### src/include/ssc_cfg.svh
// Constants for the synchronous serial clock and shift core
`ifndef SSC_CFG_SVH
`define SSC_CFG_SVH
`define SSC_DIV_W 12
`define SSC_DIV_MAX 12'hfff
`define SSC_WORD_W 32
`define SSC_LEN_W 6
`define SSC_LEN_RST 6'h08
`define SSC_ST_TRANSMIT_READY_FLAG 0
`define SSC_ST_TRANSMITTER_EMPTY_FLAG 1
`define SSC_ST_RECEIVE_READY_FLAG 2
`define SSC_ST_OVR 3
`define SSC_ST_W 4
`endif

### src/include/ssc_pkg.sv
// Types for the synchronous serial clock and shift core
package ssc_pkg;
	typedef enum logic [1:0] {
		SSC_SRC_DIV = 2'b00,
		SSC_SRC_OTHER = 2'b01,
		SSC_SRC_PIN = 2'b10
	} ssc_src_t;
	typedef enum logic [1:0] {
		SSC_START_CONT = 2'b00,
		SSC_START_OTHER = 2'b01,
		SSC_START_FS_RISE = 2'b10,
		SSC_START_FS_FALL = 2'b11
	} ssc_start_t;
	typedef enum logic [1:0] {
		SSC_CKO_NONE = 2'b00,
		SSC_CKO_CONT = 2'b01,
		SSC_CKO_XFER = 2'b10
	} ssc_cko_t;
endpackage

### src/verilog/ssc_clk_div.sv
// Shared clock divider producing a 50 percent divided clock and its edge enables
`timescale 1ns/1ps
`default_nettype none
`include "ssc_cfg.svh"
module ssc_clk_div #(
	parameter int DIV_W = `SSC_DIV_W
) (
	input wire logic clk,
	input wire logic rstn,
	input wire logic [DIV_W-1:0] ratio,
	output logic div_clk,
	output logic div_rise,
	output logic div_fall
);
	logic [DIV_W-1:0] cnt_r, cnt_nxt;
	logic lvl_r, lvl_nxt;
	always_comb begin
		cnt_nxt = cnt_r;
		lvl_nxt = lvl_r;
		if (ratio == '0) begin
			cnt_nxt = '0; // RQ2
			lvl_nxt = 1'b0;
		end else if (cnt_r >= ratio - 1'b1) begin
			cnt_nxt = '0; // RQ4
			lvl_nxt = ~lvl_r; // RQ3
		end else begin
			cnt_nxt = cnt_r + 1'b1;
		end
	end
	always_ff @(posedge clk) begin
		if (!rstn) begin
			cnt_r <= '0;
			lvl_r <= 1'b0;
		end else begin
			cnt_r <= cnt_nxt;
			lvl_r <= lvl_nxt;
		end
	end
	assign div_clk = lvl_r;
	assign div_rise = lvl_nxt & ~lvl_r;
	assign div_fall = ~lvl_nxt & lvl_r;
endmodule
`default_nettype wire

### src/verilog/ssc_core.sv
// Synchronous serial core: clock selection and transmit and receive shift datapaths
// Contract
// [RQ1] Clock ratio field is 12 bits, up to 4095, dividing by up to 8190.
// [RQ2] Ratio zero keeps the divider idle with no divided clock.
// [RQ3] Ratio one or more gives system clock over twice the ratio.
// [RQ4] Each divided clock phase lasts exactly ratio system clock periods.
// [RQ5] The divided clock feeds both receive and transmit sections.
// [RQ6] Transmit bit clock comes from its pin, receive clock or divider.
// [RQ7] Receive bit clock comes from its pin, transmit clock or divider.
// [RQ8] Internal clocks invert independently; pins are unaffected by inversion.
// [RQ9] Each clock pin drives continuously or only during transfer.
// [RQ10] Software must not pick own pin as source with continuous output.
// [RQ11] Receive pin clock at most system clock over two or three.
// [RQ12] Transmit pin clock at most system clock over six or two.
// [RQ13] Sections run independently but may share clock and start together.
// [RQ14] Transmitter starts frames only on its start event.
// [RQ15] Holding word moves to shift register and shifts out on bit clock.
// [RQ16] Transmitter empty flag set when holding and shift registers empty.
// [RQ17] Transmit ready set when holding word moves into shift register.
// [RQ18] Receiver starts frames only on its start event.
// [RQ19] Full received word copies to holding register and sets receive ready.
// [RQ20] New word before read sets overflow and still overwrites holding.
// [RQ21] Interrupt output high while any unmasked status is pending.
// [RQ22] Loopback feeds transmit data, sync and clock into the receiver.
// [RQ23] Enable writes set mask bits, disable writes clear them.
// [RQ24] Holding write clears ready and empty; receive read clears receive ready.
// [RQ25] Pin clocks and frame syncs pass a two flop synchroniser.
`timescale 1ns/1ps
`default_nettype none
`include "ssc_cfg.svh"
module ssc_core #(
	parameter int DIV_W = `SSC_DIV_W,
	parameter int WORD_W = `SSC_WORD_W,
	parameter int LEN_W = `SSC_LEN_W
) (
	input wire logic clk,
	input wire logic rstn,
	input wire logic [DIV_W-1:0] clock_ratio, // RQ1
	input wire ssc_pkg::ssc_src_t tx_src,
	input wire ssc_pkg::ssc_src_t rx_src,
	input wire logic tx_invert,
	input wire logic rx_invert,
	input wire ssc_pkg::ssc_cko_t tx_cko,
	input wire ssc_pkg::ssc_cko_t rx_cko,
	input wire ssc_pkg::ssc_start_t tx_start,
	input wire ssc_pkg::ssc_start_t rx_start,
	input wire logic [LEN_W-1:0] word_len,
	input wire logic msb_first,
	input wire logic tx_enable,
	input wire logic rx_enable,
	input wire logic loopback,
	input wire logic [WORD_W-1:0] thr_wdata,
	input wire logic thr_write,
	output logic [WORD_W-1:0] rhr_rdata,
	input wire logic rhr_read,
	input wire logic [`SSC_ST_W-1:0] int_enable_wr,
	input wire logic [`SSC_ST_W-1:0] int_disable_wr,
	output logic [`SSC_ST_W-1:0] int_mask,
	output logic [`SSC_ST_W-1:0] status,
	output logic irq,
	input wire logic tx_bit_clock_pin_in,
	output logic tx_bit_clock_pin_out,
	output logic tx_bit_clock_pin_oe,
	input wire logic rx_bit_clock_pin_in,
	output logic rx_bit_clock_pin_out,
	output logic rx_bit_clock_pin_oe,
	input wire logic tx_frame_sync_pin_in,
	input wire logic rx_frame_sync_pin_in,
	input wire logic rx_serial_in,
	output logic tx_serial_out,
	output logic tx_busy,
	output logic rx_busy
);
	logic div_clk, div_rise, div_fall;
	ssc_clk_div #(.DIV_W(DIV_W)) u_div (
		.clk(clk),
		.rstn(rstn),
		.ratio(clock_ratio),
		.div_clk(div_clk),
		.div_rise(div_rise),
		.div_fall(div_fall)
	);
	// Two-flop synchronisers for pin inputs
	logic [4:0] s1_r, s2_r, s3_r;
	always_ff @(posedge clk) begin
		if (!rstn) begin
			s1_r <= '0;
			s2_r <= '0;
			s3_r <= '0;
		end else begin
			s1_r <= {rx_serial_in, rx_frame_sync_pin_in, tx_frame_sync_pin_in,
				rx_bit_clock_pin_in, tx_bit_clock_pin_in}; // RQ25
			s2_r <= s1_r;
			s3_r <= s2_r;
		end
	end
	logic tk_s, rk_s, tf_s, rf_s, rd_s;
	logic tk_p, rk_p, tf_p, rf_p;
	assign {rd_s, rf_s, tf_s, rk_s, tk_s} = s2_r;
	assign {rf_p, tf_p, rk_p, tk_p} = s3_r[3:0];
	// Clock selection as level plus rise and fall enables
	logic tclk, trise, tfall, rclk, rrise, rfall;
	logic tk_lvl, tk_r, tk_f;
	always_comb begin
		unique case (tx_src)
			ssc_pkg::SSC_SRC_PIN: begin // RQ6
				tk_lvl = tk_s;
				tk_r = tk_s & ~tk_p;
				tk_f = ~tk_s & tk_p;
			end
			ssc_pkg::SSC_SRC_OTHER: begin
				tk_lvl = (rx_src == ssc_pkg::SSC_SRC_PIN) ? rk_s : div_clk; // RQ13
				tk_r = (rx_src == ssc_pkg::SSC_SRC_PIN) ? (rk_s & ~rk_p) : div_rise;
				tk_f = (rx_src == ssc_pkg::SSC_SRC_PIN) ? (~rk_s & rk_p) : div_fall;
			end
			default: begin
				tk_lvl = div_clk; // RQ5
				tk_r = div_rise;
				tk_f = div_fall;
			end
		endcase
		tclk = tk_lvl ^ tx_invert; // RQ8
		trise = tx_invert ? tk_f : tk_r;
		tfall = tx_invert ? tk_r : tk_f;
	end
	logic rk_lvl, rk_r, rk_f;
	always_comb begin
		if (loopback) begin
			rk_lvl = tk_lvl; // RQ22
			rk_r = tk_r;
			rk_f = tk_f;
		end else begin
			unique case (rx_src)
				ssc_pkg::SSC_SRC_PIN: begin // RQ7
					rk_lvl = rk_s;
					rk_r = rk_s & ~rk_p;
					rk_f = ~rk_s & rk_p;
				end
				ssc_pkg::SSC_SRC_OTHER: begin
					rk_lvl = tk_lvl;
					rk_r = tk_r;
					rk_f = tk_f;
				end
				default: begin
					rk_lvl = div_clk; // RQ5
					rk_r = div_rise;
					rk_f = div_fall;
				end
			endcase
		end
		rclk = rk_lvl ^ rx_invert; // RQ8
		rrise = rx_invert ? rk_f : rk_r;
		rfall = rx_invert ? rk_r : rk_f;
	end
	// Transmit datapath; shifts on falling edge of internal clock
	logic [WORD_W-1:0] thr_r, thr_nxt, tsr_r, tsr_nxt;
	logic thr_full_r, thr_full_nxt, tx_act_r, tx_act_nxt;
	logic [LEN_W-1:0] tcnt_r, tcnt_nxt;
	logic transmit_ready_flag_r, transmit_ready_flag_nxt, txe_r, txe_nxt, td_r, td_nxt;
	logic rx_start_ev_tx;
	logic tfs, tfs_prev, tx_go;
	assign tfs = loopback ? tf_s : tf_s;
	assign tfs_prev = tf_p;
	always_comb begin
		unique case (tx_start)
			ssc_pkg::SSC_START_CONT: tx_go = 1'b1;
			ssc_pkg::SSC_START_OTHER: tx_go = rx_start_ev_tx; // RQ13
			ssc_pkg::SSC_START_FS_RISE: tx_go = tfs & ~tfs_prev;
			ssc_pkg::SSC_START_FS_FALL: tx_go = ~tfs & tfs_prev;
		endcase
	end
	always_comb begin
		thr_nxt = thr_r;
		tsr_nxt = tsr_r;
		thr_full_nxt = thr_full_r;
		tx_act_nxt = tx_act_r;
		tcnt_nxt = tcnt_r;
		transmit_ready_flag_nxt = transmit_ready_flag_r;
		txe_nxt = txe_r;
		td_nxt = td_r;
		if (thr_write) begin
			thr_nxt = thr_wdata;
			thr_full_nxt = 1'b1;
			transmit_ready_flag_nxt = 1'b0; // RQ24
			txe_nxt = 1'b0;
		end
		if (tx_enable && tfall) begin
			if (tx_act_r) begin
				td_nxt = msb_first ? tsr_r[WORD_W-1] : tsr_r[0]; // RQ15
				tsr_nxt = msb_first ? {tsr_r[WORD_W-2:0], 1'b0} : {1'b0, tsr_r[WORD_W-1:1]};
				if (tcnt_r == LEN_W'(1)) begin
					tx_act_nxt = 1'b0;
				end
				tcnt_nxt = tcnt_r - 1'b1;
			end else if (thr_full_r && tx_go && !thr_write) begin // RQ14
				tsr_nxt = msb_first ? (thr_r << (WORD_W - int'(word_len))) : thr_r;
				thr_full_nxt = 1'b0;
				tx_act_nxt = 1'b1;
				tcnt_nxt = word_len;
				transmit_ready_flag_nxt = 1'b1; // RQ17
			end
		end
		if (!thr_full_nxt && !tx_act_nxt && !thr_write) begin
			txe_nxt = 1'b1; // RQ16
		end
	end
	always_ff @(posedge clk) begin
		if (!rstn) begin
			thr_r <= '0;
			tsr_r <= '0;
			thr_full_r <= 1'b0;
			tx_act_r <= 1'b0;
			tcnt_r <= '0;
			transmit_ready_flag_r <= 1'b1;
			txe_r <= 1'b1;
			td_r <= 1'b0;
		end else begin
			thr_r <= thr_nxt;
			tsr_r <= tsr_nxt;
			thr_full_r <= thr_full_nxt;
			tx_act_r <= tx_act_nxt;
			tcnt_r <= tcnt_nxt;
			transmit_ready_flag_r <= transmit_ready_flag_nxt;
			txe_r <= txe_nxt;
			td_r <= td_nxt;
		end
	end
	assign tx_serial_out = td_r;
	// Receive datapath; samples on rising edge of internal clock
	logic [WORD_W-1:0] rsr_r, rsr_nxt, rhr_r, rhr_nxt;
	logic rx_act_r, rx_act_nxt, receive_ready_flag_r, receive_ready_flag_nxt, ovr_r, ovr_nxt;
	logic [LEN_W-1:0] rcnt_r, rcnt_nxt;
	logic rd_in, rfs, rfs_prev, rx_go;
	assign rd_in = loopback ? td_r : rd_s; // RQ22
	assign rfs = loopback ? tf_s : rf_s;
	assign rfs_prev = loopback ? tf_p : rf_p;
	assign rx_start_ev_tx = rx_enable && rrise && !rx_act_r && rx_go;
	always_comb begin
		unique case (rx_start)
			ssc_pkg::SSC_START_CONT: rx_go = 1'b1;
			ssc_pkg::SSC_START_OTHER: rx_go = tx_act_r; // RQ13
			ssc_pkg::SSC_START_FS_RISE: rx_go = rfs & ~rfs_prev;
			ssc_pkg::SSC_START_FS_FALL: rx_go = ~rfs & rfs_prev;
		endcase
	end
	always_comb begin
		rsr_nxt = rsr_r;
		rhr_nxt = rhr_r;
		rx_act_nxt = rx_act_r;
		rcnt_nxt = rcnt_r;
		receive_ready_flag_nxt = receive_ready_flag_r;
		ovr_nxt = ovr_r;
		if (rhr_read) begin
			receive_ready_flag_nxt = 1'b0; // RQ24
		end
		if (rx_enable && rrise) begin
			if (!rx_act_r && rx_go) begin // RQ18
				rx_act_nxt = 1'b1;
				rcnt_nxt = word_len;
				rsr_nxt = '0;
			end else if (rx_act_r) begin
				rsr_nxt = msb_first ? {rsr_r[WORD_W-2:0], rd_in}
					: {rd_in, rsr_r[WORD_W-1:1]};
				rcnt_nxt = rcnt_r - 1'b1;
				if (rcnt_r == LEN_W'(1)) begin
					rx_act_nxt = 1'b0;
					rhr_nxt = msb_first ? rsr_nxt
						: (rsr_nxt >> (WORD_W - int'(word_len))); // RQ19
					receive_ready_flag_nxt = 1'b1;
					if (receive_ready_flag_r && !rhr_read) begin
						ovr_nxt = 1'b1; // RQ20
					end
				end
			end
		end
	end
	always_ff @(posedge clk) begin
		if (!rstn) begin
			rsr_r <= '0;
			rhr_r <= '0;
			rx_act_r <= 1'b0;
			rcnt_r <= '0;
			receive_ready_flag_r <= 1'b0;
			ovr_r <= 1'b0;
		end else begin
			rsr_r <= rsr_nxt;
			rhr_r <= rhr_nxt;
			rx_act_r <= rx_act_nxt;
			rcnt_r <= rcnt_nxt;
			receive_ready_flag_r <= receive_ready_flag_nxt;
			ovr_r <= ovr_nxt;
		end
	end
	assign rhr_rdata = rhr_r;
	// Interrupt mask and status
	logic [`SSC_ST_W-1:0] mask_r, mask_nxt;
	always_comb begin
		mask_nxt = (mask_r | int_enable_wr) & ~int_disable_wr; // RQ23
	end
	always_ff @(posedge clk) begin
		if (!rstn) begin
			mask_r <= '0;
		end else begin
			mask_r <= mask_nxt;
		end
	end
	always_comb begin
		status = '0;
		status[`SSC_ST_TRANSMIT_READY_FLAG] = transmit_ready_flag_r;
		status[`SSC_ST_TRANSMITTER_EMPTY_FLAG] = txe_r;
		status[`SSC_ST_RECEIVE_READY_FLAG] = receive_ready_flag_r;
		status[`SSC_ST_OVR] = ovr_r;
	end
	assign int_mask = mask_r;
	assign irq = |(status & mask_r); // RQ21
	// Clock pin drivers, taken before inversion
	assign tx_bit_clock_pin_out = tk_lvl; // RQ8
	assign rx_bit_clock_pin_out = rk_lvl;
	assign tx_bit_clock_pin_oe = (tx_cko == ssc_pkg::SSC_CKO_CONT)
		| ((tx_cko == ssc_pkg::SSC_CKO_XFER) & tx_act_r); // RQ9
	assign rx_bit_clock_pin_oe = (rx_cko == ssc_pkg::SSC_CKO_CONT)
		| ((rx_cko == ssc_pkg::SSC_CKO_XFER) & rx_act_r); // RQ9
	assign tx_busy = tx_act_r;
	assign rx_busy = rx_act_r;
	logic unused_ok;
	assign unused_ok = tclk ^ rclk ^ tfs;
endmodule
`default_nettype wire

### config.mk
export PLATFORM = sky130hd
export DESIGN_NAME = ssc_core
export DESIGN_NICKNAME = d
export VERILOG_FILES = /design/src/include/ssc_pkg.sv /design/src/verilog/ssc_clk_div.sv /design/src/verilog/ssc_core.sv
export VERILOG_INCLUDE_DIRS = /design/src /design/src/include
export SDC_FILE = /design/constraint.sdc
export NUM_CORES = 1
export LEC_CHECK = 0
export BUFFER_PORTS_ARGS = -buffer_cell sky130_fd_sc_hd__buf_2
export CAP_MARGIN = 10
export CORE_ASPECT_RATIO = 0.8
export CORE_MARGIN = 3
export CORE_UTILIZATION = 50
export CTS_CLUSTER_SIZE = 25
export DETAILED_ROUTE_END_ITERATION = 7
export PLACE_DENSITY = 0.68
export SYNTH_ARGS = -nofsm -noshare
export SYNTH_HDL_FRONTEND = slang
export SYNTH_HIERARCHICAL = 1
export SYNTH_SLANG_ARGS = --single-unit
### constraint.sdc
create_clock -name clk -period 9.47 [get_ports clk]
set_clock_uncertainty 0.1 [all_clocks]
set_input_delay 1.4205 -clock clk [delete_from_list [all_inputs] [get_ports clk]]
set_output_delay 1.4205 -clock clk [all_outputs]
set_load 0.1 [all_outputs]
# Word-level counts from Yosys, hierarchy flattened
# Cells that the tools add are included.
[word_totals]
regBits = 179
latch_bits = 0
ramBits = 0
romBits = 0
inputBits = 85
word_cells = 156
n_memories = 0
[op_classes]
addsub = 5
multipliers = 0
div = 0
n_lt_le_gt_ge = 1
eq_ne = 16
n_shift = 2
n_mux = 54
bitwise_logic = 30
n_reduce_logical = 28
[ops]
columns = ["op", "count"]
rows = [
  ["$mux 32", 8],
  ["$mux 1", 34],
  ["$shl 32x32->32", 1],
  ["$shr 32x32->32", 1],
  ["$mux 6", 4],
  ["$eq 2x2->1 const B", 8],
  ["$add 12x1->12 const B", 1],
  ["$and 1x1->1", 12],
  ["$eq 2x1->1 const B", 6],
  ["$eq 6x1->1 const B", 2],
  ["$ge 12x12->1", 1],
  ["$logic_not 12->1", 1],
  ["$not 1->1", 12],
  ["$pmux 1 s2", 6],
  ["$sub 12x1->12 const B", 1],
  ["$sub 6x1->6 const B", 2],
  ["$logic_and 1x1->1", 10],
  ["$and 4x4->4", 2],
  ["$pmux 1 s4", 2],
  ["$sub 6x6->7 const A", 1],
  ["$reduce_and 2->1", 3],
  ["$logic_not 1->1", 5],
  ["$reduce_and 5->1", 1],
  ["$logic_not 2->1", 2],
  ["other kinds (8)", 10],
]

# Logic depth before layout (Yosys ltp)
[depth]
depth_word = 24
mapped_depth = 20
ltp_nobuf = 18

# Modules after synthesis
# The synthesis kept the hierarchy.
[modules_own_cells]
columns = ["module", "instances", "cells_per_inst", "area_per_inst_um2", "seq_area_each_um2"]
rows = [
  ["ssc_core", 1, 1377, 11522.3, 3323.2],
  ["ssc_clk_div", 1, 122, 1036.0, 260.2],
]

# Worst setup path before layout
# No wires, ideal clock.
[synth_path]
kind = "input port to output port"
startpoint = "input tx_src[0]"
endpoint = "output rx_bit_clock_pin_out"
arrival_time_ps = 5374
t_required_ps = 7950
setup_slack_ps = 2576
stages = 5
n_path_buf = 0
cell_sequence = "inv_1 -> ha_1 -> o21ai_0 -> o21ai_0 -> o21ai_0"
[synth_between]
elab_chain_cells = 4
[synth_lines]
columns = ["element", "line_no", "rtl"]
rows = [
  ["start: declaration", "ssc_core.sv:39", "input wire ssc_pkg::ssc_src_t tx_src,"],
  ["$eq 2x1->1 or $eq 2x2->1 (tied branches)", "ssc_core.sv:105", "unique case (tx_src)"],
  ["$pmux 1 s2 (*)", "ssc_core.sv:105", ""],
  ["named net tx_bit_clock_pin_out", "ssc_core.sv:62", "output logic tx_bit_clock_pin_out,"],
  ["$pmux 1 s2", "ssc_core.sv:133", "unique case (rx_src)"],
  ["$mux 1 (*)", "ssc_core.sv:128", "if (loopback) begin"],
  ["end: declaration", "ssc_core.sv:65", "output logic rx_bit_clock_pin_out,"],
]
# Mark *: on every way through the listed nets, which the timed path passes. The rest lies on a longest branch.

# Worst setup path in the final report
[layout_path]
startpoint = "input clock_ratio[3]"
endpoint = "register rhr_r[2] (netlist: rhr_rdata[2])"
[layout_between]
elab_chain_cells = 13
[layout_lines]
columns = ["element", "line_no", "rtl"]
rows = [
  ["start: declaration", "ssc_core.sv:38", "input wire logic [DIV_W-1:0] clock_ratio,"],
  ["$sub 12x1->12", "ssc_clk_div.sv:23", "end else if (cnt_r >= ratio - 1'b1) begin"],
  ["$ge 12x12->1", "ssc_clk_div.sv:23", ""],
  ["$mux 1", "ssc_clk_div.sv:23", ""],
  ["$mux 1 (*)", "ssc_clk_div.sv:20", "if (ratio == '0) begin"],
  ["$not 1->1 (*)", "ssc_clk_div.sv:41", "assign div_fall = ~lvl_nxt & lvl_r;"],
  ["$and 1x1->1 (*)", "ssc_clk_div.sv:41", ""],
  ["named net div_fall", "ssc_core.sv:74", "logic div_clk, div_rise, div_fall;"],
  ["$mux 1", "ssc_core.sv:114", "tk_f = (rx_src == ssc_pkg::SSC_SRC_PIN) ? (~rk_s & rk_p) : div_fall;"],
  ["$pmux 1 s2", "ssc_core.sv:105", ""],
  ["$pmux 1 s2", "ssc_core.sv:133", ""],
  ["$mux 1 (*)", "ssc_core.sv:128", ""],
  ["$mux 1 (*)", "ssc_core.sv:152", "rrise = rx_invert ? rk_f : rk_r;"],
  ["$logic_and 1x1->1 (*)", "ssc_core.sv:256", "if (rx_enable && rrise) begin"],
  ["$reduce_and 4->1 (no source line) (*)", "n/a", ""],
  ["end signal: assignment", "ssc_core.sv:287", "rhr_r <= rhr_nxt;"],
  ["end: declaration", "ssc_core.sv:230", "logic [WORD_W-1:0] rsr_r, rsr_nxt, rhr_r, rhr_nxt;"],
]
# Marked as above.
# A chain may end at the register's enable or synchronous reset.

==> results.sh <==
export IMPL_synth_fp_nets=1608
export IMPL_start_util_pct=51.3
export IMPL_io_buffers=132
export IMPL_synth_edff_count=0
export IMPL_synthDistinctLibCells=94
export IMPL_ys_ff_latch=179
export IMPL_reg2reg_depth=13
export IMPL_fin_crit_ns=5.88
export IMPL_yosys_area_top_type="dfxtp_1"
export IMPL_grt_pass1_wl_mm=63.9
export IMPL_area_growth_pct=10.5
export IMPL_cts_repair_resized=0
export IMPL_min_period_over_period_pct=62.1
export IMPL_end_kind="flop"
export IMPL_outcome="finished, final reports clean"
export IMPL_synth_most_common_cell="dfxtp_1"
export IMPL_vias=12019
export IMPL_p_switching_mw=0.567
export IMPL_totalNegativeSetupSlack_ns=0
export IMPL_min_to="s2_r[1]"
export IMPL_drt_initial_drc_count=1419
export IMPL_clockPowerShare_pct=38.5
export IMPL_yosysWarnings=6
export IMPL_place_gp_congestion=0.996
export IMPL_sequentialPowerShare_pct=43.1
export IMPL_cap_violations=0
export IMPL_drc=0
export IMPL_first_pass_iters=6
export IMPL_powerDensity_nw_per_um2=132
export IMPL_hold_viol=0
export IMPL_start_kind="input port"
export IMPL_viasPerCell=6.40
export IMPL_gr_total_overflow=0
export IMPL_final_core_util_pct=56.6
export IMPL_path_clk_slew_ns=0.07
export IMPL_cts_tree="yes"
export IMPL_min_from="s1_r[1]"
export IMPL_setup_viol=0
export IMPL_rsz0062_at_grt="no"
export IMPL_synth_async_reset_ratio_pct=0
export IMPL_path_class="in2reg"
export IMPL_synth_area_leaders="dfxtp_1 29%, mux2i_1 9.4%, mux4_2 9.1%"
export IMPL_wl_mm=40.6
export IMPL_grt_pass1_vias=10918
export IMPL_clkLatencyLatePin_ns=0.44
export IMPL_die_x_um=183
export IMPL_drv_slew=0
export IMPL_arrival_ns=6.10
export IMPL_path_max_fanout=14
export IMPL_cts_setup_buffers=0
export IMPL_crit_buf_inv=2
export IMPL_p_int_mw=1.26
export IMPL_synthesis_area_um2=12600
export IMPL_htreeDepth=4
export IMPL_coreArea_um2=24500
export IMPL_path_cells="buf_2, nor3_1, and3_1, nand3_1, xor2_1, ha_1, and4_1, nor3b_1, inv_1, o21a_1, a21boi_0, nand2b_1, a21o_1, a21boi_1, o211ai_1, or4_1, a2111oi_0, a21oi_1"
export IMPL_synth_top_area_share_pct=28.5
export IMPL_die_h_um=148
export IMPL_hpwl_mm=28.8
export IMPL_leakage_nw=5.25
export IMPL_antennaDiodeCount=0
export IMPL_cp_top_family="simple AND/OR/NAND/NOR gates"
export IMPL_slowest_delay_ns=0.82
export IMPL_maxSlewHeadroom_pct=15.2
export IMPL_track_usage_pct=29.8
export IMPL_peakVddDrop_uv=139
export IMPL_nets=1656
export IMPL_swShare_pct=31.0
export IMPL_fmax_ghz=0.170
export IMPL_totalPowerFinal_mw=1.83
export IMPL_combinationalPowerShare_pct=18.4
export IMPL_worstMarginPinSlew_ns=1.26
export IMPL_timing_rr_start="u_div/cnt_r[11]"
export IMPL_io_pins=133
export IMPL_critical_path_required_ns=9.69
export IMPL_hold_slack_ns=0.339
export IMPL_r2r_setup_slack_ns=5.27
export IMPL_hp_class="reg2reg"
export IMPL_synth_top_flop_cell="dfxtp_1"
export IMPL_rr_endpoint="rhr_rdata[2]"
export IMPL_cts_buffers=17
export IMPL_grt_antenna_before_repair=2
export IMPL_detail_route_antenna_nets=0
export IMPL_clock_path_buffers=2
export IMPL_cp_depth=18
export IMPL_drive_gt1_share_pct=19.5
export IMPL_clock_sinks=179
export IMPL_min_path_cells=1
export IMPL_dieArea_um2=27100
export IMPL_num_rows=51
export IMPL_syn_avg_cell_area_um2=8.38
export IMPL_syn_inst=1499
export IMPL_cts_hold_buffers=0
export IMPL_yosysSeqAreaShare_pct=28.5
export IMPL_synth_commonest_cells="179 x dfxtp_1, 173 x nand2_1, 152 x nor2_1"
export IMPL_grt_max_degree=103
export IMPL_slowest_stage="or4_1"
export IMPL_root_buffer="clkbuf_16"
export IMPL_routedWlPerCell_um=21.6
[power groups by stage]
stage / Combinational [mW] / Sequential, mW / Clock (mW)
floorplan: 0.236 / 0.804 / 0
global route: 0.361 / 0.790 / 0.747
global placement: 0.327 / 0.804 / 0
CTS: 0.330 / 0.787 / 0.716
finish: 0.336 / 0.788 / 0.703
detailed placement: 0.328 / 0.804 / 0
[worst max path at each step]
| stage | startpoint | end | slack, ns |
|---|---|---|---|
| finish | clock_ratio[3] | rhr_rdata[2] | 3.59 |
| global route | clock_ratio[3] | rhr_rdata[2] | 3.16 |
| CTS | clock_ratio[3] | rhr_rdata[2] | 3.64 |
| detailed placement | clock_ratio[3] | rhr_rdata[2] | 3.20 |
| global placement | clock_ratio[3] | rhr_rdata[9] | 3.35 |
| floorplan | tx_src[0] | rx_bit_clock_pin_out | 2.58 |
[stage by stage]
stage	setup WS (ns)	std cells	cell area [um2]
after floorplan	2.58	1499	12600
after global placement	3.35	1846	13300
after detailed placement	3.20	1846	13300
after CTS	3.64	1878	13900
after global routing	3.16	1878	13900
final	3.59	1878	13900
[layout make-up]
cell class	count	area (um2)
clock inverter	13	125
tap	318	398
multi-input combinational	1163	8370
fill	2274	10600
timing repair buffer	156	846
clock buffer	19	443
inverter	30	114
sequential	179	3580
[per-layer routing]
| layer | track usage [%] | part of all wire [%] |
|---|---|---|
| met5 | 0 | 0.076 |
| met3 | 8.76 | 12 |
| met4 | 6.36 | 1.5 |
| met1 | 47.4 | 48 |
| met2 | 39.2 | 39 |
[logic make-up (layout without fill, tap and decap cells)]
kind of cell / after synthesis / count (layout) / share of synthesized area (%)
buffers and inverters: 157 / 218 / 5.55
muxes: 193 / 193 / 20.7
DFF: 179 / 179 / 28.5
and+or+nand+nor: 496 / 496 / 18.5
AOI/OAI and AO/OA: 423 / 423 / 22.4
xor gates and xnor gates: 27 / 27 / 1.88
adders and majority gates: 24 / 24 / 2.39
[cell usage in the layout, fill, tap and decap left out, types with 26 or more instances in the layout]
cell type,Yosys,routed
o21ai_0,76,76
buf_4,8,26
nor3_1,46,46
nor2_1,152,152
a211oi_1,29,29
dfxtp_1,179,178
buf_2,38,130
a21oi_1,130,129
mux2i_1,118,118
inv_1,27,26
nand2_1,173,173
mux4_2,51,51
nand3_1,29,29
[state kept, by name (all words and copies together), names as in the netlist, 5 cells and up]
signal,count
rsr_r,32
s2_r,5
rcnt_r,6
thr_r,32
tcnt_r,6
s1_r,5
tsr_r,32
rhr_rdata,32
u_div/cnt_r,12
(Power assumes the default switching activity.)
